==> config.mk <==
export PLATFORM = sky130hd
export DESIGN_NAME = tac_top
export DESIGN_NICKNAME = d
export VERILOG_FILES = /design/src/hdl/tac_chan_dec.v /design/src/hdl/tac_rpt_timer.v /design/src/hdl/tac_top.v
export VERILOG_INCLUDE_DIRS = /design/src /design/src/hdl
export SDC_FILE = /design/constraint.sdc
export NUM_CORES = 1
export LEC_CHECK = 0
export BUFFER_PORTS_ARGS = -buffer_cell sky130_fd_sc_hd__buf_2
export CORE_UTILIZATION = 40
export DETAILED_ROUTE_END_ITERATION = 8
export GPL_TIMING_DRIVEN = 0
export MAX_ROUTING_LAYER = met4
export PLACE_DENSITY = 0.68
export SYNTH_ARGS = -nofsm -noshare
export SYNTH_HDL_FRONTEND = slang
export SYNTH_HIERARCHICAL = 1
export SYNTH_SLANG_ARGS = --single-unit
export TNS_END_PERCENT = 1
==> constraint.sdc <==
create_clock -name aclk -period 6 [get_ports aclk]
set_input_delay 0.3 -clock aclk [delete_from_list [all_inputs] [get_ports aclk]]
set_output_delay 0.3 -clock aclk [all_outputs]
set_load 0.005 [all_outputs]
==> src/hdl/tac_map.vh <==
`ifndef TAC_MAP_VH
`define TAC_MAP_VH
// Overview of operation
// Mode 00 performs no conversions and is the reset value.
// Mode 01 single channel, 10 slave sequence, 11 master sequence.
// Mode 01 converts once on the channel address field, bits 10:7.
// Single or slave end with timer 00 clears mode to 00, idle.
// Single mode with nonzero timer repeats same conversion each interval.
// Mode 10 converts every slave-enabled channel, each into its own result.
// Slave sequence with nonzero timer reruns whole sequence per interval.
// Mode 11 waits for touch, then converts master-enabled channels.
// Next master sequence only on new touch or timer while touched.
// Channel address sits in bits 10:7, conversion type in bit 11.
// Type bit clear gives single-ended, set gives ratiometric, all modes.
// Channel codes 0 to 10 map to position, pressure, aux, battery, temp.
// Plate switches per channel: Y pos, X pos, pressure; others off.
// Timer field: once, 1024, 2048 or 16384 clocks.
// Slave operation starts timer as soon as the sequence completes.
// Master operation starts timer at sequence end only if still touched.
// Master touch release stops timer; next touch converts immediately.
// Sequence bit 11 selects channel 0, down to bit 1 for channel 10.
// Host sets mode 00, changes settings, writes control register last.
// Power management field 00 blocks every conversion.
// Channel codes 11 to 15 are invalid and start no conversion.
// Interval counter counts clocks and restarts from zero on each start.

// ----------------------------------------
// Register offsets and reset
// ----------------------------------------
`define TAC_CTRL_OFS 8'h00
`define TAC_TIMING_OFS 8'h04
`define TAC_SSEQ_OFS 8'h08
`define TAC_MSEQ_OFS 8'h0c
`define TAC_STAT_OFS 8'h10
`define TAC_REG_RST 12'h000

// ----------------------------------------
// Field positions
// ----------------------------------------
`define TAC_MODE_LSB 0
`define TAC_CHAN_LSB 7
`define TAC_TYPE_BIT 11
`define TAC_TMR_LSB 0
`define TAC_PM_LSB 6

// ----------------------------------------
// Codes
// ----------------------------------------
`define TAC_MODE_OFF 2'h0
`define TAC_MODE_SINGLE 2'h1
`define TAC_MODE_SSEQ 2'h2
`define TAC_MODE_MSEQ 2'h3
`define TAC_PM_DOWN 2'h0
`define TAC_TMR_ONCE 2'h0
`define TAC_CH_YPOS 4'h0
`define TAC_CH_XPOS 4'h1
`define TAC_CH_PRESS_B 4'h2
`define TAC_CH_PRESS_A 4'ha
`define TAC_CH_LAST 4'ha
`define TAC_SEQ_END 4'hb
`define TAC_SEQ_TOP 4'hb
`define TAC_RESP_OKAY 2'h0
`define TAC_RESP_SLVERR 2'h2

// ----------------------------------------
// Repeat intervals in conversion clocks
// ----------------------------------------
`define TAC_RPT_CLK_1 15'h0400
`define TAC_RPT_CLK_2 15'h0800
`define TAC_RPT_CLK_3 15'h4000

`endif

==> src/hdl/tac_chan_dec.v <==
`timescale 1ns/10ps
`include "tac_map.vh"

module tac_chan_dec (
  // Channel code
  input wire [3:0] code,
  // Decode
  output reg valid,
  output reg sw_xp,
  output reg sw_xn,
  output reg sw_yp,
  output reg sw_yn
);

  always @* begin
    valid = (code <= `TAC_CH_LAST);
    sw_xp = 1'b0;
    sw_xn = 1'b0;
    sw_yp = 1'b0;
    sw_yn = 1'b0;
    case (code)
      `TAC_CH_YPOS: begin
        sw_yp = 1'b1;
        sw_yn = 1'b1;
      end
      `TAC_CH_XPOS: begin
        sw_xp = 1'b1;
        sw_xn = 1'b1;
      end
      `TAC_CH_PRESS_A, `TAC_CH_PRESS_B: begin
        sw_xn = 1'b1;
        sw_yp = 1'b1;
      end
      default: begin
        sw_xp = 1'b0;
      end
    endcase
  end

endmodule // tac_chan_dec

==> src/hdl/tac_rpt_timer.v <==
`timescale 1ns/10ps
`include "tac_map.vh"

module tac_rpt_timer #(
  parameter [14:0] CNT_1 = `TAC_RPT_CLK_1,
  parameter [14:0] CNT_2 = `TAC_RPT_CLK_2,
  parameter [14:0] CNT_3 = `TAC_RPT_CLK_3
) (
  // Clock and reset
  input wire aclk,
  input wire aclk_en,
  input wire aresetn,
  // Control
  input wire start,
  input wire stop,
  input wire [1:0] sel,
  // Expiry
  output reg expire_ff
);

  reg [14:0] cnt_ff;
  reg run_ff;
  reg [14:0] lim;

  always @* begin
    case (sel)
      2'h1: lim = CNT_1 - 15'h0001;
      2'h2: lim = CNT_2 - 15'h0001;
      default: lim = CNT_3 - 15'h0001;
    endcase
  end

  always @(posedge aclk) begin
    if (!aresetn) begin
      cnt_ff <= 15'h0000;
      run_ff <= 1'b0;
      expire_ff <= 1'b0;
    end else if (aclk_en) begin
      expire_ff <= 1'b0;
      if (stop) begin
        run_ff <= 1'b0;
      end else if (start) begin
        cnt_ff <= 15'h0000;
        run_ff <= 1'b1;
      end else if (run_ff) begin
        if (cnt_ff == lim) begin
          run_ff <= 1'b0;
          expire_ff <= 1'b1;
        end else begin
          cnt_ff <= cnt_ff + 15'h0001;
        end
      end
    end
  end

endmodule // tac_rpt_timer

==> src/hdl/tac_top.v <==
// Local design decisions: the AXI4-Lite register port and the register addresses.
`timescale 1ns/10ps
`include "tac_map.vh"

module tac_top #(
  parameter [14:0] RPT_CNT_1 = `TAC_RPT_CLK_1,
  parameter [14:0] RPT_CNT_2 = `TAC_RPT_CLK_2,
  parameter [14:0] RPT_CNT_3 = `TAC_RPT_CLK_3
) (
  // Clock, enable, reset
  input wire aclk,
  input wire aclk_en,
  input wire aresetn,
  // AXI4-Lite write address
  input wire [7:0] awaddr,
  input wire awvalid,
  output reg awready,
  // AXI4-Lite write data
  input wire [31:0] wdata,
  input wire [3:0] wstrb,
  input wire wvalid,
  output reg wready,
  // AXI4-Lite write response
  output reg [1:0] bresp,
  output reg bvalid,
  input wire bready,
  // AXI4-Lite read address
  input wire [7:0] araddr,
  input wire arvalid,
  output reg arready,
  // AXI4-Lite read data
  output reg [31:0] rdata,
  output reg [1:0] rresp,
  output reg rvalid,
  input wire rready,
  // Converter handshake
  output reg conv_start_ff,
  output reg [3:0] conv_channel_ff,
  output reg conv_ratiometric_ff,
  input wire conv_done,
  // Touch detect pin
  input wire touch_pin,
  // Plate switches
  output reg sw_xp_ff,
  output reg sw_xn_ff,
  output reg sw_yp_ff,
  output reg sw_yn_ff,
  // Status
  output reg busy_ff
);

  // ----------------------------------------
  // States
  // ----------------------------------------
  localparam [5:0] ST_IDLE = 6'h01;
  localparam [5:0] ST_PICK = 6'h02;
  localparam [5:0] ST_CONV = 6'h04;
  localparam [5:0] ST_ENDS = 6'h08;
  localparam [5:0] ST_RPT = 6'h10;
  localparam [5:0] ST_TOUCH = 6'h20;

  // ----------------------------------------
  // Declarations
  // ----------------------------------------
  reg [11:0] ctrl_ff;
  reg [11:0] timing_ff;
  reg [11:0] sseq_ff;
  reg [11:0] mseq_ff;
  reg aw_hold_ff;
  reg w_hold_ff;
  reg [7:0] awaddr_ff;
  reg [11:0] wdata_ff;
  reg [1:0] wstrb_ff;
  reg touch_s1_ff;
  reg touch_s2_ff;
  reg [5:0] state_ff;
  reg [5:0] nxt_state;
  reg [3:0] idx_ff;
  reg [3:0] nxt_idx;
  reg arm_ff;
  reg nxt_arm;
  reg start_conv;
  reg mode_clr;
  reg tmr_start;
  reg tmr_stop;
  reg [3:0] pick_ch;
  reg [11:0] rd_val;
  reg rd_hit;
  wire wr_fire;
  wire wr_hit;
  wire ctrl_wr;
  wire [11:0] wmask;
  wire [1:0] mode;
  wire [1:0] tmr_sel;
  wire [1:0] pm;
  wire [3:0] ch_addr;
  wire [11:0] seq_en;
  wire touch;
  wire halt;
  wire ch_valid;
  wire dec_xp;
  wire dec_xn;
  wire dec_yp;
  wire dec_yn;
  wire tmr_expire;

  // ----------------------------------------
  // Field views
  // ----------------------------------------
  assign mode = ctrl_ff[`TAC_MODE_LSB +: 2];
  assign ch_addr = ctrl_ff[`TAC_CHAN_LSB +: 4];
  assign tmr_sel = timing_ff[`TAC_TMR_LSB +: 2];
  assign pm = timing_ff[`TAC_PM_LSB +: 2];
  assign seq_en = (mode == `TAC_MODE_MSEQ) ? mseq_ff : sseq_ff;
  assign touch = touch_s2_ff;

  // ----------------------------------------
  // Touch synchroniser
  // ----------------------------------------
  always @(posedge aclk) begin
    if (!aresetn) begin
      touch_s1_ff <= 1'b0;
      touch_s2_ff <= 1'b0;
    end else if (aclk_en) begin
      touch_s1_ff <= touch_pin;
      touch_s2_ff <= touch_s1_ff;
    end
  end

  // ----------------------------------------
  // Channel decode and repeat timer
  // ----------------------------------------
  tac_chan_dec u_dec (
    .code(pick_ch),
    .valid(ch_valid),
    .sw_xp(dec_xp),
    .sw_xn(dec_xn),
    .sw_yp(dec_yp),
    .sw_yn(dec_yn)
  );

  tac_rpt_timer #(
    .CNT_1(RPT_CNT_1),
    .CNT_2(RPT_CNT_2),
    .CNT_3(RPT_CNT_3)
  ) u_tmr (
    .aclk(aclk),
    .aclk_en(aclk_en),
    .aresetn(aresetn),
    .start(tmr_start),
    .stop(tmr_stop),
    .sel(tmr_sel),
    .expire_ff(tmr_expire)
  );

  // ----------------------------------------
  // AXI4-Lite write channel
  // ----------------------------------------
  assign wr_fire = aw_hold_ff & w_hold_ff & ~bvalid;
  assign wr_hit = (awaddr_ff[7:2] <= `TAC_MSEQ_OFS >> 2);
  assign ctrl_wr = wr_fire & (awaddr_ff[7:2] == `TAC_CTRL_OFS >> 2);
  assign wmask = {{4{wstrb_ff[1]}}, {8{wstrb_ff[0]}}};

  always @(posedge aclk) begin
    if (!aresetn) begin
      awready <= 1'b0;
      wready <= 1'b0;
      aw_hold_ff <= 1'b0;
      w_hold_ff <= 1'b0;
      awaddr_ff <= 8'h00;
      wdata_ff <= 12'h000;
      wstrb_ff <= 2'h0;
      bvalid <= 1'b0;
      bresp <= `TAC_RESP_OKAY;
    end else if (aclk_en) begin
      if (awvalid && awready) begin
        aw_hold_ff <= 1'b1;
        awaddr_ff <= awaddr;
        awready <= 1'b0;
      end else if (!aw_hold_ff && !bvalid) begin
        awready <= 1'b1;
      end
      if (wvalid && wready) begin
        w_hold_ff <= 1'b1;
        wdata_ff <= wdata[11:0];
        wstrb_ff <= wstrb[1:0];
        wready <= 1'b0;
      end else if (!w_hold_ff && !bvalid) begin
        wready <= 1'b1;
      end
      if (wr_fire) begin
        aw_hold_ff <= 1'b0;
        w_hold_ff <= 1'b0;
        bvalid <= 1'b1;
        bresp <= wr_hit ? `TAC_RESP_OKAY : `TAC_RESP_SLVERR;
      end else if (bvalid && bready) begin
        bvalid <= 1'b0;
      end
    end
  end

  // ----------------------------------------
  // Register file
  // ----------------------------------------
  always @(posedge aclk) begin
    if (!aresetn) begin
      ctrl_ff <= `TAC_REG_RST;
      timing_ff <= `TAC_REG_RST;
      sseq_ff <= `TAC_REG_RST;
      mseq_ff <= `TAC_REG_RST;
    end else if (aclk_en) begin
      if (ctrl_wr) begin
        ctrl_ff <= (ctrl_ff & ~wmask) | (wdata_ff & wmask);
      end else if (mode_clr) begin
        ctrl_ff[`TAC_MODE_LSB +: 2] <= `TAC_MODE_OFF;
      end
      if (wr_fire && awaddr_ff[7:2] == `TAC_TIMING_OFS >> 2) begin
        timing_ff <= (timing_ff & ~wmask) | (wdata_ff & wmask);
      end
      if (wr_fire && awaddr_ff[7:2] == `TAC_SSEQ_OFS >> 2) begin
        sseq_ff <= (sseq_ff & ~wmask) | (wdata_ff & wmask);
      end
      if (wr_fire && awaddr_ff[7:2] == `TAC_MSEQ_OFS >> 2) begin
        mseq_ff <= (mseq_ff & ~wmask) | (wdata_ff & wmask);
      end
    end
  end

  // ----------------------------------------
  // AXI4-Lite read channel
  // ----------------------------------------
  always @* begin
    rd_hit = 1'b1;
    case (araddr[7:2])
      `TAC_CTRL_OFS >> 2: rd_val = ctrl_ff;
      `TAC_TIMING_OFS >> 2: rd_val = timing_ff;
      `TAC_SSEQ_OFS >> 2: rd_val = sseq_ff;
      `TAC_MSEQ_OFS >> 2: rd_val = mseq_ff;
      `TAC_STAT_OFS >> 2: rd_val = {state_ff, idx_ff, touch, busy_ff};
      default: begin
        rd_val = 12'h000;
        rd_hit = 1'b0;
      end
    endcase
  end

  always @(posedge aclk) begin
    if (!aresetn) begin
      arready <= 1'b0;
      rvalid <= 1'b0;
      rdata <= 32'h00000000;
      rresp <= `TAC_RESP_OKAY;
    end else if (aclk_en) begin
      if (arvalid && arready) begin
        arready <= 1'b0;
        rvalid <= 1'b1;
        rdata <= {20'h00000, rd_val};
        rresp <= rd_hit ? `TAC_RESP_OKAY : `TAC_RESP_SLVERR;
      end else if (rvalid && rready) begin
        rvalid <= 1'b0;
      end else if (!rvalid) begin
        arready <= 1'b1;
      end
    end
  end

  // ----------------------------------------
  // Sequencer next state
  // ----------------------------------------
  assign halt = ctrl_wr | (mode == `TAC_MODE_OFF) | (pm == `TAC_PM_DOWN);

  always @* begin
    nxt_state = state_ff;
    nxt_idx = idx_ff;
    nxt_arm = arm_ff;
    start_conv = 1'b0;
    mode_clr = 1'b0;
    tmr_start = 1'b0;
    tmr_stop = 1'b0;
    pick_ch = (mode == `TAC_MODE_SINGLE) ? ch_addr : idx_ff;
    if (halt) begin
      nxt_state = ST_IDLE;
      tmr_stop = 1'b1;
    end else begin
      case (state_ff)
        ST_IDLE: begin
          nxt_idx = 4'h0;
          if (mode == `TAC_MODE_MSEQ) begin
            nxt_state = ST_TOUCH;
            nxt_arm = 1'b1;
          end else begin
            nxt_state = ST_PICK;
          end
        end
        ST_PICK: begin
          if (mode == `TAC_MODE_SINGLE) begin
            if (ch_valid) begin
              start_conv = 1'b1;
              nxt_state = ST_CONV;
            end else begin
              nxt_state = ST_ENDS;
            end
          end else if (idx_ff == `TAC_SEQ_END) begin
            nxt_state = ST_ENDS;
          end else if (seq_en[`TAC_SEQ_TOP - idx_ff]) begin
            start_conv = 1'b1;
            nxt_state = ST_CONV;
          end else begin
            nxt_idx = idx_ff + 4'h1;
          end
        end
        ST_CONV: begin
          if (conv_done) begin
            nxt_idx = idx_ff + 4'h1;
            nxt_state = (mode == `TAC_MODE_SINGLE) ? ST_ENDS : ST_PICK;
          end
        end
        ST_ENDS: begin
          nxt_idx = 4'h0;
          if (mode != `TAC_MODE_MSEQ) begin
            if (tmr_sel == `TAC_TMR_ONCE) begin
              mode_clr = 1'b1;
              nxt_state = ST_IDLE;
            end else begin
              tmr_start = 1'b1;
              nxt_state = ST_RPT;
            end
          end else if (touch && tmr_sel != `TAC_TMR_ONCE) begin
            tmr_start = 1'b1;
            nxt_state = ST_RPT;
          end else begin
            nxt_arm = ~touch;
            nxt_state = ST_TOUCH;
          end
        end
        ST_RPT: begin
          if (mode == `TAC_MODE_MSEQ && !touch) begin
            tmr_stop = 1'b1;
            nxt_arm = 1'b1;
            nxt_state = ST_TOUCH;
          end else if (tmr_expire) begin
            nxt_state = ST_PICK;
          end
        end
        ST_TOUCH: begin
          nxt_idx = 4'h0;
          if (!touch) begin
            nxt_arm = 1'b1;
          end else if (arm_ff) begin
            nxt_arm = 1'b0;
            nxt_state = ST_PICK;
          end
        end
        default: begin
          nxt_state = ST_IDLE;
        end
      endcase
    end
  end

  // ----------------------------------------
  // Sequencer state and converter outputs
  // ----------------------------------------
  always @(posedge aclk) begin
    if (!aresetn) begin
      state_ff <= ST_IDLE;
      idx_ff <= 4'h0;
      arm_ff <= 1'b0;
      conv_start_ff <= 1'b0;
      conv_channel_ff <= 4'h0;
      conv_ratiometric_ff <= 1'b0;
      sw_xp_ff <= 1'b0;
      sw_xn_ff <= 1'b0;
      sw_yp_ff <= 1'b0;
      sw_yn_ff <= 1'b0;
      busy_ff <= 1'b0;
    end else if (aclk_en) begin
      state_ff <= nxt_state;
      idx_ff <= nxt_idx;
      arm_ff <= nxt_arm;
      conv_start_ff <= start_conv;
      busy_ff <= (nxt_state == ST_CONV);
      if (start_conv) begin
        conv_channel_ff <= pick_ch;
        conv_ratiometric_ff <= ctrl_ff[`TAC_TYPE_BIT];
        sw_xp_ff <= dec_xp;
        sw_xn_ff <= dec_xn;
        sw_yp_ff <= dec_yp;
        sw_yn_ff <= dec_yn;
      end else if (nxt_state != ST_CONV) begin
        sw_xp_ff <= 1'b0;
        sw_xn_ff <= 1'b0;
        sw_yp_ff <= 1'b0;
        sw_yn_ff <= 1'b0;
      end
    end
  end

endmodule // tac_top

==> results of run 1 <==
[worst min-delay path by stage]
stage,from,cells after the start,endpoint,slack [ns]
finish,awaddr[3],3,awaddr_ff[3]$_SDFFE_PN0P_,0.10
global route,wdata[7],3,wdata_ff[7]$_SDFFE_PN0P_,0.1
CTS,wdata[7],3,wdata_ff[7]$_SDFFE_PN0P_,0.09
detailed placement,sw_yp_ff$_SDFFE_PN0P_,1,sw_yp_ff$_SDFFE_PN0P_,0.45
global placement,flop,2,flop,0.45
floorplan,wdata[10],2,wdata_ff[10]$_SDFFE_PN0P_,0.44
[cell families (layout without fill, tap and decap cells)]
kind of cell / after synthesis / in the layout / synth area share (%)
xor gates and xnor gates: 5 / 5 / 0.6625
DFF: 130 / 130 / 39.37
adders and majority gates: 4 / 4 / 0.7572
and+or+nand+nor: 308 / 308 / 22.85
AOI/OAI and AO/OA: 174 / 174 / 17.40
buffers and inverters: 85 / 181 / 6.473
other: 1 / 22 / 0.05673
muxes: 75 / 75 / 12.44
[final cells by class]
cell class | count | share of cell area (%)
timing repair buffer | 64 | 4.082
clock inverter | 13 | 1.594
tap | 216 | 3.444
inverter | 11 | 0.5261
multi-input combinational | 588 | 46.62
clock buffer | 19 | 5.644
sequential | 130 | 33.16
buffer | 74 | 4.927
[routing by layer]
metal / share of wire, % / global-route usage, % / vias to the layer above
li1: - / - / 2980
met4: 1.8 / 8.046 / 0
met3: 6.6 / 5.334 / 27
met1: 47 / 31.64 / 2877
met2: 45 / 35.79 / 237
met5: 0 / - / -
[power groups by stage]
stage / Sequential, mW / Combinational [mW] / Clock [mW]
2_1_floorplan: 0.899 / 0.0596 / 0
3_3_place_gp: 0.902 / 0.0986 / 0
4_1_cts: 0.883 / 0.0995 / 1.02
3_5_place_dp: 0.902 / 0.0993 / 0
6_report: 0.883 / 0.100 / 1.01
5_1_grt: 0.884 / 0.111 / 1.06
[per-stage QoR]
step / total power, mW / instances / util [%] / setup slack (ns)
2_1_floorplan: 0.9588 / 803 / - / 2.786
4_1_cts: 2.004 / 1115 / 49.05 / 2.003
5_1_grt: 2.056 / 1115 / 49.05 / 1.562
3_5_place_dp: 1.001 / 1083 / 45.50 / 2.021
6_report: 1.989 / 1115 / 49.05 / 1.915
3_3_place_gp: 1.000 / 1083 / 45.50 / 2.000
[cell usage in the layout, fill, tap and decap left out, drive strengths merged, types with 4 or more instances in the layout]
master	n
nor3	20
nand2b	5
conb	22
xor2	5
nand2	87
nor4	12
o21ai	42
a31oi	9
and3	9
a21oi	47
mux2i	57
mux4	4
a21boi	13
o221ai	12
o211ai	4
or4	5
o21a	7
nand3b	4
mux2	14
a32o	6
nor2b	10
nor2	100
buf	96
clkbuf	61
and4	4
dfxtp	130
clkinv	6
ha	4
inv	15
a22oi	15
and2	8
nand3	23
nor3b	7
[critical path: stages (launching register included)]
cell and delay [ns]:
dfxtp_1 0.33, clkbuf_1 0.22, or4_1 0.59, nor3b_1 0.45, o21ai_0 0.22, nor3b_1 0.78, clkbuf_1 0.43, clkbuf_1 0.40
inv_1 0.15, o21ai_0 0.30, nor2_1 0.09
==> results.json, run 1 <==
{
  "hold_path.class": "in -> reg",
  "period_needed_ns": 4.085,
  "synth-seq-cells": 130,
  "n_fill_cell": 1634,
  "critPathMaxFanout": 10,
  "syn-instance-count": 782,
  "timing.max_cap.violations": 0,
  "synth_area_leaders": "dfxtp_1, mux2i_1, nor2_1",
  "first_global_vias": 5458,
  "worstReg2RegStart": "state_ff[0]$_SDFFE_PN1P_",
  "fin_setup_tns_ns": 0,
  "antenna_found_initial": 0,
  "reg2reg_to": "u_tmr/cnt_ff[10]$_SDFFE_PN0P_",
  "swShare_pct": 24.62,
  "cts_resized": 0,
  "pwr-share-clk_pct": 50.6,
  "h-tree-depth": 4,
  "numPortBuffers": 64,
  "leakagePower_nw": 3.139,
  "synth_cell_types": 67,
  "die_x_um": 130.6,
  "start_util_pct": 41.31,
  "synth_top_area_share_pct": 39.37,
  "viasPerCell": 5.490,
  "place_congestion": 0.8831,
  "required_ns": 6.30,
  "die_h_um": 130.6,
  "seq_area_sq_um": 2603,
  "ff2ff_setup_slack_ns": 1.91,
  "layout-drive-gt1-share_pct": 17.91,
  "ff2ff_path_depth": 10,
  "syn_area_sq_um": 6610,
  "cts_num_sinks": 130,
  "path_class": "reg -> reg",
  "setup_violations": 0,
  "clkTransAtPathRegs_ns": 0.06,
  "crit_path_end": "u_tmr/cnt_ff[10]$_SDFFE_PN0P_",
  "synthFlopType": "dfxtp_1",
  "post_cts_buffers": 0,
  "outcome": "complete, no violations",
  "yosys_warnings": 6,
  "p_sw_mw": 0.4896,
  "clock_latency_ns": 0.43,
  "finalCritPeriodShare_pct": 68.09,
  "fmax_ghz": 0.2448,
  "slew_viol_final": 0,
  "ir_drop_v": 0.0002029,
  "routedWlPerCell_um": 16.72,
  "drt_iter0_markers": 562,
  "async_flop_share_pct": 0,
  "wl_mm": 18.65,
  "synth-edff-count": 0,
  "dieArea_sq_um": 17040,
  "final_antenna_net_count": 0,
  "tightest_slew_ns": 1.132,
  "area_growth_pct": 18.72,
  "rows": 46,
  "coreArea_sq_um": 16000,
  "power_frac_seq_pct": 44.4,
  "drc": 0,
  "synth_commonest_cells": "dfxtp_1, nor2_1, nand2_1",
  "grt_pass1_wl_mm": 29.75,
  "grt_max_degree": 17,
  "finalHoldViolCount": 0,
  "cts_tree": "built",
  "stdcell_area_sq_um": 7848,
  "place_hpwl_mm": 13.39,
  "fin_skew_ns": 0.01311,
  "crit_path_end_kind": "flop",
  "post-synth-top-count-cell": "dfxtp_1",
  "antennaDiodeCount": 0,
  "whs_ns": 0.1038,
  "nets": 952,
  "p_per_area_nw_per_um2": 253.5,
  "cts.path.max_buffers": 2,
  "ys_seq_area_share_pct": 39.37,
  "combPwrFrac_pct": 5.0,
  "ioPinCount": 114,
  "worstPathArrival_ns": 4.39,
  "cts-buffers-inserted": 17,
  "cts-root-buf": "clkbuf_16",
  "ctsHoldBuffers": 0,
  "grt_setup_unrepaired": "false",
  "cp-start-kind": "flop",
  "grt.total_usage_pct": 23.87,
  "p_int_mw": 1.499,
  "yosysTopAreaCell": "dfxtp_1",
  "multi_input_area_sq_um": 3659,
  "slew-limit-headroom_pct": 23.86,
  "startpoint": "state_ff[0]$_SDFFE_PN1P_",
  "place_area_sq_um": 7279,
  "vias": 6121,
  "overflow": 0,
  "dr.pass1.iters": 5,
  "avgSynthCellArea_sq_um": 8.453
}
No activity file was read; power rests on OpenSTA's default activity.
==> run 2, diff against run 1 <==
--- a/config.mk
+++ b/config.mk
@@ -6,12 +6,13 @@
 export SDC_FILE = /design/constraint.sdc
 export NUM_CORES = 1
 export LEC_CHECK = 0
+export ABC_AREA = 1
 export BUFFER_PORTS_ARGS = -buffer_cell sky130_fd_sc_hd__buf_2
 export CORE_UTILIZATION = 40
 export DETAILED_ROUTE_END_ITERATION = 8
 export GPL_TIMING_DRIVEN = 0
 export MAX_ROUTING_LAYER = met4
-export PLACE_DENSITY = 0.68
+export PLACE_DENSITY = 0.71
 export SYNTH_ARGS = -nofsm -noshare
 export SYNTH_HDL_FRONTEND = slang
 export SYNTH_HIERARCHICAL = 1
==> constraint.sdc (replaced) <==
create_clock -name aclk -period 3.36 [get_ports aclk]
set_input_delay 0.168 -clock aclk [delete_from_list [all_inputs] [get_ports aclk]]
set_output_delay 0.168 -clock aclk [all_outputs]
set_load 0.005 [all_outputs]
==> run 2 against run 1 <==
Clock-buffer cell count up 1. Area after synthesis down 2.0%. Sequential share of layout area about the same. Combinational power up 110%. Clock power up 96%. Final cell count up 14%. Global-route usage up 1.1 points. Sequential cell count unchanged. Register-to-register slack worse by 1.2 ns. Final area about the same. Critical path type unchanged. Largest cell class unchanged.
==> results.json, run 2 <==
{
  "required_ns": 3.71,
  "grt.total_usage_pct": 24.96,
  "viasPerCell": 5.239,
  "most-common-layout-cells": "nand2_1, dfxtp_1, a21oi_1",
  "path_class": "reg -> reg",
  "async_flop_share_pct": 0,
  "clkTransAtPathRegs_ns": 0.06,
  "fmax_ghz": 0.3814,
  "avgSynthCellArea_sq_um": 6.951,
  "grt_pass1_wl_mm": 30.75,
  "post_cts_buffers": 0,
  "slew_viol_final": 0,
  "final_antenna_net_count": 0,
  "first_global_vias": 5953,
  "mostFrequentLayoutCell": "nand2_1",
  "cp-start-kind": "flop",
  "dr.pass1.iters": 5,
  "outcome": "complete, no violations",
  "place_hpwl_mm": 14.32,
  "clock_latency_ns": 0.43,
  "yosysTopAreaCell": "dfxtp_1",
  "antenna_found_initial": 0,
  "leakagePower_nw": 3.255,
  "cts_num_sinks": 130,
  "slew-limit-headroom_pct": 30.18,
  "coreArea_sq_um": 15830,
  "fin_skew_ns": 0.01089,
  "antennaDiodeCount": 0,
  "post-synth-top-count-cell": "nand2_1",
  "overflow": 0,
  "cts-buffers-inserted": 17,
  "timing.max_cap.violations": 0,
  "ys_seq_area_share_pct": 40.17,
  "final_util_pct": 49.60,
  "synthFlopType": "dfxtp_1",
  "drt_iter0_markers": 516,
  "synth_commonest_cells": "nand2_1, dfxtp_1, a21oi_1",
  "h-tree-depth": 4,
  "post-place-cells": 1234,
  "layout-drive-gt1-share_pct": 15.33,
  "area_growth_pct": 21.17,
  "fin_setup_tns_ns": 0,
  "critPathMaxFanout": 9,
  "grt_setup_unrepaired": "false",
  "synth-edff-count": 0,
  "p_per_area_nw_per_um2": 482.2,
  "fin_ws_ns": 0.7382,
  "finalHoldViolCount": 0,
  "ir_drop_v": 0.0003634,
  "vias": 6669,
  "nets": 1110,
  "whs_ns": 0.01778,
  "tightest_slew_ns": 1.043,
  "die_x_um": 129.3,
  "start_util_pct": 40.93,
  "routedWlPerCell_um": 15.41,
  "yosys_warnings": 6,
  "synth_area_leaders": "dfxtp_1, nand2_1, a21oi_1",
  "cts_tree": "built",
  "worstPathArrival_ns": 2.97,
  "crit_path_end_kind": "flop",
  "place_area_sq_um": 7153,
  "place_congestion": 0.9556,
  "syn-instance-count": 932,
  "power.total_mw": 3.786,
  "rows": 46,
  "pre_cts_ws_ns": 0.7833,
  "setup_violations": 0,
  "finalCritPeriodShare_pct": 78.03,
  "n_fill_cell": 1606,
  "drc": 0,
  "cts.path.max_buffers": 2,
  "synth_top_area_share_pct": 40.17,
  "final_cells": 1273,
  "synth_cell_types": 40,
  "grt_max_degree": 17,
  "numPortBuffers": 65,
  "period_needed_ns": 2.622,
  "ioPinCount": 114,
  "wl_mm": 19.61,
  "syn_area_sq_um": 6479,
  "die_h_um": 129.3,
  "stdcell_area_sq_um": 7850,
  "hold_path.class": "in -> reg",
  "synth-seq-cells": 130,
  "cts-root-buf": "clkbuf_16",
  "dieArea_sq_um": 16710
}
-- run 2: final cells by class --
class / instances / area, sq um / share of cell area [%]
Clock buffer: 20 / 456.7 / 5.818
Inverter: 112 / 420.4 / 5.355
Multi-Input combinational cell: 652 / 3202 / 40.79
Timing Repair Buffer: 72 / 395.4 / 5.037
Clock inverter: 12 / 170.2 / 2.168
Buffer: 59 / 332.8 / 4.240
Tap cell: 216 / 270.3 / 3.443
Sequential cell: 130 / 2603 / 33.15
-- run 2: cells by family after synthesis --
group / count (synthesis) / share of synthesized area (%)
AND/OR/NAND/NOR: 374 / 25.80
AO/OA/AOI/OAI: 247 / 20.90
buffers and inverters: 171 / 11.63
flip-flops: 130 / 40.17
XOR/XNOR: 5 / 0.6759
adder cells (fa/ha/maj): 4 / 0.7725
other: 1 / 0.05788
-- run 2: power breakdown --
group	internal [mW]	total, mW	switching, mW
Clock	1.22	1.98	0.753
Sequential	1.57	1.59	0.0246
Combinational	0.0795	0.215	0.136
-- run 2: final timing paths --
check / from / endpoint / slack (ns) / cells past startpoint
max: idx_ff[0]$_SDFFE_PN0P_ / sw_xp_ff$_SDFFE_PN0P_ / 0.74 / 13
min: wdata[6] / wdata_ff[6]$_SDFFE_PN0P_ / 0.02 / 3
max reg2reg: idx_ff[0]$_SDFFE_PN0P_ / sw_xp_ff$_SDFFE_PN0P_ / 0.74 / 13
min reg2reg: conv_channel_ff[3]$_SDFFE_PN0P_ / conv_channel_ff[3]$_SDFFE_PN0P_ / 0.46 / 2
-- run 2: per-layer routing --
| layer | part of all wire, % | routed length, um | up-vias | GRT usage [%] |
|---|---|---|---|---|
| met3 | 8.1 | 1595 | 62 | 4.955 |
| met5 | 0 | 0 | - | - |
| met1 | 43 | 8500 | 2972 | 31.47 |
| li1 | - | - | 3308 | - |
| met4 | 3.7 | 716 | 0 | 11.70 |
| met2 | 45 | 8799 | 327 | 38.33 |
-- run 2: worst max-delay path: stages, from the launching register on --
cell      delay, ns
dfxtp_1        0.34
clkbuf_1       0.45
inv_2          0.20
o21ai_0        0.47
inv_1          0.17
nand2_1        0.09
nand3_1        0.10
nor2_1         0.13
nor2_1         0.06
nand2_2        0.13
nand3_1        0.08
nand2_1        0.14
nand2_1        0.07
a21oi_1        0.12
-- run 2: what timing repair did --
action,4_1_cts,5_1_grt
hold buffers,7,0
resized for setup,0,0
hold endpoints to repair,7,0
==> run 3, diff against run 2 <==
--- a/config.mk
+++ b/config.mk
@@ -12,7 +12,7 @@
 export DETAILED_ROUTE_END_ITERATION = 8
 export GPL_TIMING_DRIVEN = 0
 export MAX_ROUTING_LAYER = met4
-export PLACE_DENSITY = 0.71
+export PLACE_DENSITY = 0.68
 export SYNTH_ARGS = -nofsm -noshare
 export SYNTH_HDL_FRONTEND = slang
 export SYNTH_HIERARCHICAL = 1
==> constraint.sdc (replaced) <==
create_clock -name aclk -period 2.6 [get_ports aclk]
set_input_delay 0.13 -clock aclk [delete_from_list [all_inputs] [get_ports aclk]]
set_output_delay 0.13 -clock aclk [all_outputs]
set_load 0.005 [all_outputs]
==> run 3 against run 2 <==
The run now ends with DRC left. Critical path depth did not move. Global-route usage rose by 0.42 points. Sequential cell count did not move. Clock power rose by 29%. Critical path type unchanged. Critical endpoint is now sw_yn_ff$_SDFFE_PN0P_. Largest cell class unchanged. Highest routed layer unchanged.
==> results.json, run 3 (synthesized netlist as in run 2, its figures left out) <==
{
  "outcome": "finished, violations left",
  "violations": "DRC",
  "cts-root-buf": "clkbuf_16",
  "die_h_um": 129.3,
  "layout-drive-gt1-share_pct": 15.51,
  "grt.total_usage_pct": 25.38,
  "finalCritPeriodShare_pct": 93.18,
  "cts_tree": "built",
  "place_hpwl_mm": 14.33,
  "first_global_vias": 6076,
  "most-common-layout-cells": "nand2_1, dfxtp_1, a21oi_1",
  "final_antenna_net_count": 0,
  "path_class": "reg -> reg",
  "ir_drop_v": 0.0006676,
  "routedWlPerCell_um": 15.60,
  "mostFrequentLayoutCell": "nand2_1",
  "worstPathArrival_ns": 2.77,
  "overflow": 0,
  "area_growth_pct": 22.81,
  "combPwrFrac_pct": 5.9,
  "required_ns": 2.94,
  "grt_pass1_wl_mm": 30.97,
  "drt_iter0_markers": 681,
  "clock_latency_ns": 0.43,
  "dieArea_sq_um": 16710,
  "pwr-share-clk_pct": 52.2,
  "grtUsageMet2_pct": 40.29,
  "swShare_pct": 23.35,
  "vias": 6725,
  "place_congestion": 0.9232,
  "p_int_mw": 3.763,
  "die_x_um": 129.3,
  "critPathMaxFanout": 10,
  "slew_viol_final": 0,
  "rows": 46,
  "nets": 1119,
  "top_usage_layer": "met2",
  "fmax_ghz": 0.4128,
  "use_met1_pct": 30.50,
  "cp-start-kind": "flop",
  "antennaDiodeCount": 0,
  "min_from": "wdata[9]",
  "post-place-cells": 1234,
  "h-tree-depth": 4,
  "final_util_pct": 50.27,
  "startpoint": "ctrl_ff[1]$_SDFFE_PN0P_",
  "grt_setup_unrepaired": "true",
  "antenna_found_initial": 0,
  "cts-buffers-inserted": 17,
  "ioPinCount": 114,
  "crit_path_end_kind": "flop",
  "leakagePower_nw": 3.309,
  "clkTransAtPathRegs_ns": 0.06,
  "slew-limit-headroom_pct": 37.92,
  "p_sw_mw": 1.146,
  "fin_skew_ns": 0.008883,
  "worstReg2RegStart": "ctrl_ff[1]$_SDFFE_PN0P_",
  "period_needed_ns": 2.423,
  "numPortBuffers": 65,
  "hold_path.class": "in -> reg",
  "finalHoldViolCount": 0,
  "met3_usage_pct": 5.822,
  "p_per_area_nw_per_um2": 617.1,
  "setup_violations": 0,
  "power_frac_seq_pct": 41.9,
  "wl_mm": 19.97,
  "start_util_pct": 40.93,
  "grt_max_degree": 17,
  "cts_num_sinks": 130,
  "tightest_slew_ns": 0.9277,
  "cts.path.max_buffers": 2,
  "coreArea_sq_um": 15830,
  "viasPerCell": 5.254,
  "timing.max_cap.violations": 0,
  "final_cells": 1280,
  "post_cts_buffers": 0,
  "dr.pass1.iters": 9,
  "drc": 1
}
-- run 3: worst paths after layout --
| check | end | slack [ns] | cells after the start |
|---|---|---|---|
| setup / recovery | sw_yn_ff$_SDFFE_PN0P_ | 0.18 | 13 |
| hold reg to reg | sw_xn_ff$_SDFFE_PN0P_ | 0.46 | 2 |
| hold / removal | wdata_ff[9]$_SDFFE_PN0P_ | 0.002 | 3 |
| setup reg to reg | sw_yn_ff$_SDFFE_PN0P_ | 0.18 | 13 |
-- run 3: critical path: stages (launching register included) --
cell and delay, ns:
dfxtp_1 0.43, clkbuf_4 0.28, nor2_2 0.11, o21ai_0 0.40, inv_1 0.17, nand2_1 0.10
nand3_1 0.11, nor2_1 0.13, nor2_1 0.06, nand2_2 0.13, nand3_1 0.09, nand2_1 0.14
nand2_1 0.08, a21oi_1 0.11
-- run 3: stage by stage --
| stage | power [mW] | hold slack [ns] | setup WS [ns] | cell area [sq um] | setup TNS (ns) |
|---|---|---|---|---|---|
| finish | 4.910 | 0.001830 | 0.1773 | 7956 | 0 |
| global route | 5.037 | 0.02148 | -0.03223 | 7956 | -0.08950 |
| CTS | 4.909 | 0.0005204 | 0.01888 | 7936 | 0 |
| detailed placement | 2.367 | 0.3830 | 0.03920 | 7153 | 0 |
| global placement | 2.364 | 0.3665 | 0.04827 | 7153 | 0 |
| floorplan | 2.253 | 0.2504 | 0.6110 | 6558 | 0 |
-- run 3: what timing repair did --
item,4_1_cts,5_1_grt
gates resized for setup,0,10
hold buffers,16,0
hold endpoints to repair,16,0
setup endpoints to repair,0,26
-- run 3: routing by layer --
| metal | vias to the layer above | part of all wire, % |
|---|---|---|
| met5 | - | 0 |
| met2 | 297 | 46 |
| met4 | 0 | 3.7 |
| li1 | 3321 | - |
| met3 | 56 | 7.8 |
| met1 | 3051 | 43 |
-- run 3: layout make-up --
cell class,instances,area [sq um]
flip-flops and latches,130,2603
multi-input cells,652,3214
fillers,1640,7871
repair buffers,81,485.5
well taps,216,270.3
clock buffers,18,439.2
clock inverters,12,183.9
plain buffers,59,340.3
inverters,112,420.4
-- run 3: power groups by stage --
stage | logic [mW] | registers, mW | clock network (mW)
2_1_floorplan | 0.161 | 2.09 | 0
3_3_place_gp | 0.264 | 2.10 | 0
3_5_place_dp | 0.266 | 2.10 | 0
4_1_cts | 0.285 | 2.06 | 2.57
5_1_grt | 0.322 | 2.06 | 2.66
6_report | 0.290 | 2.06 | 2.56
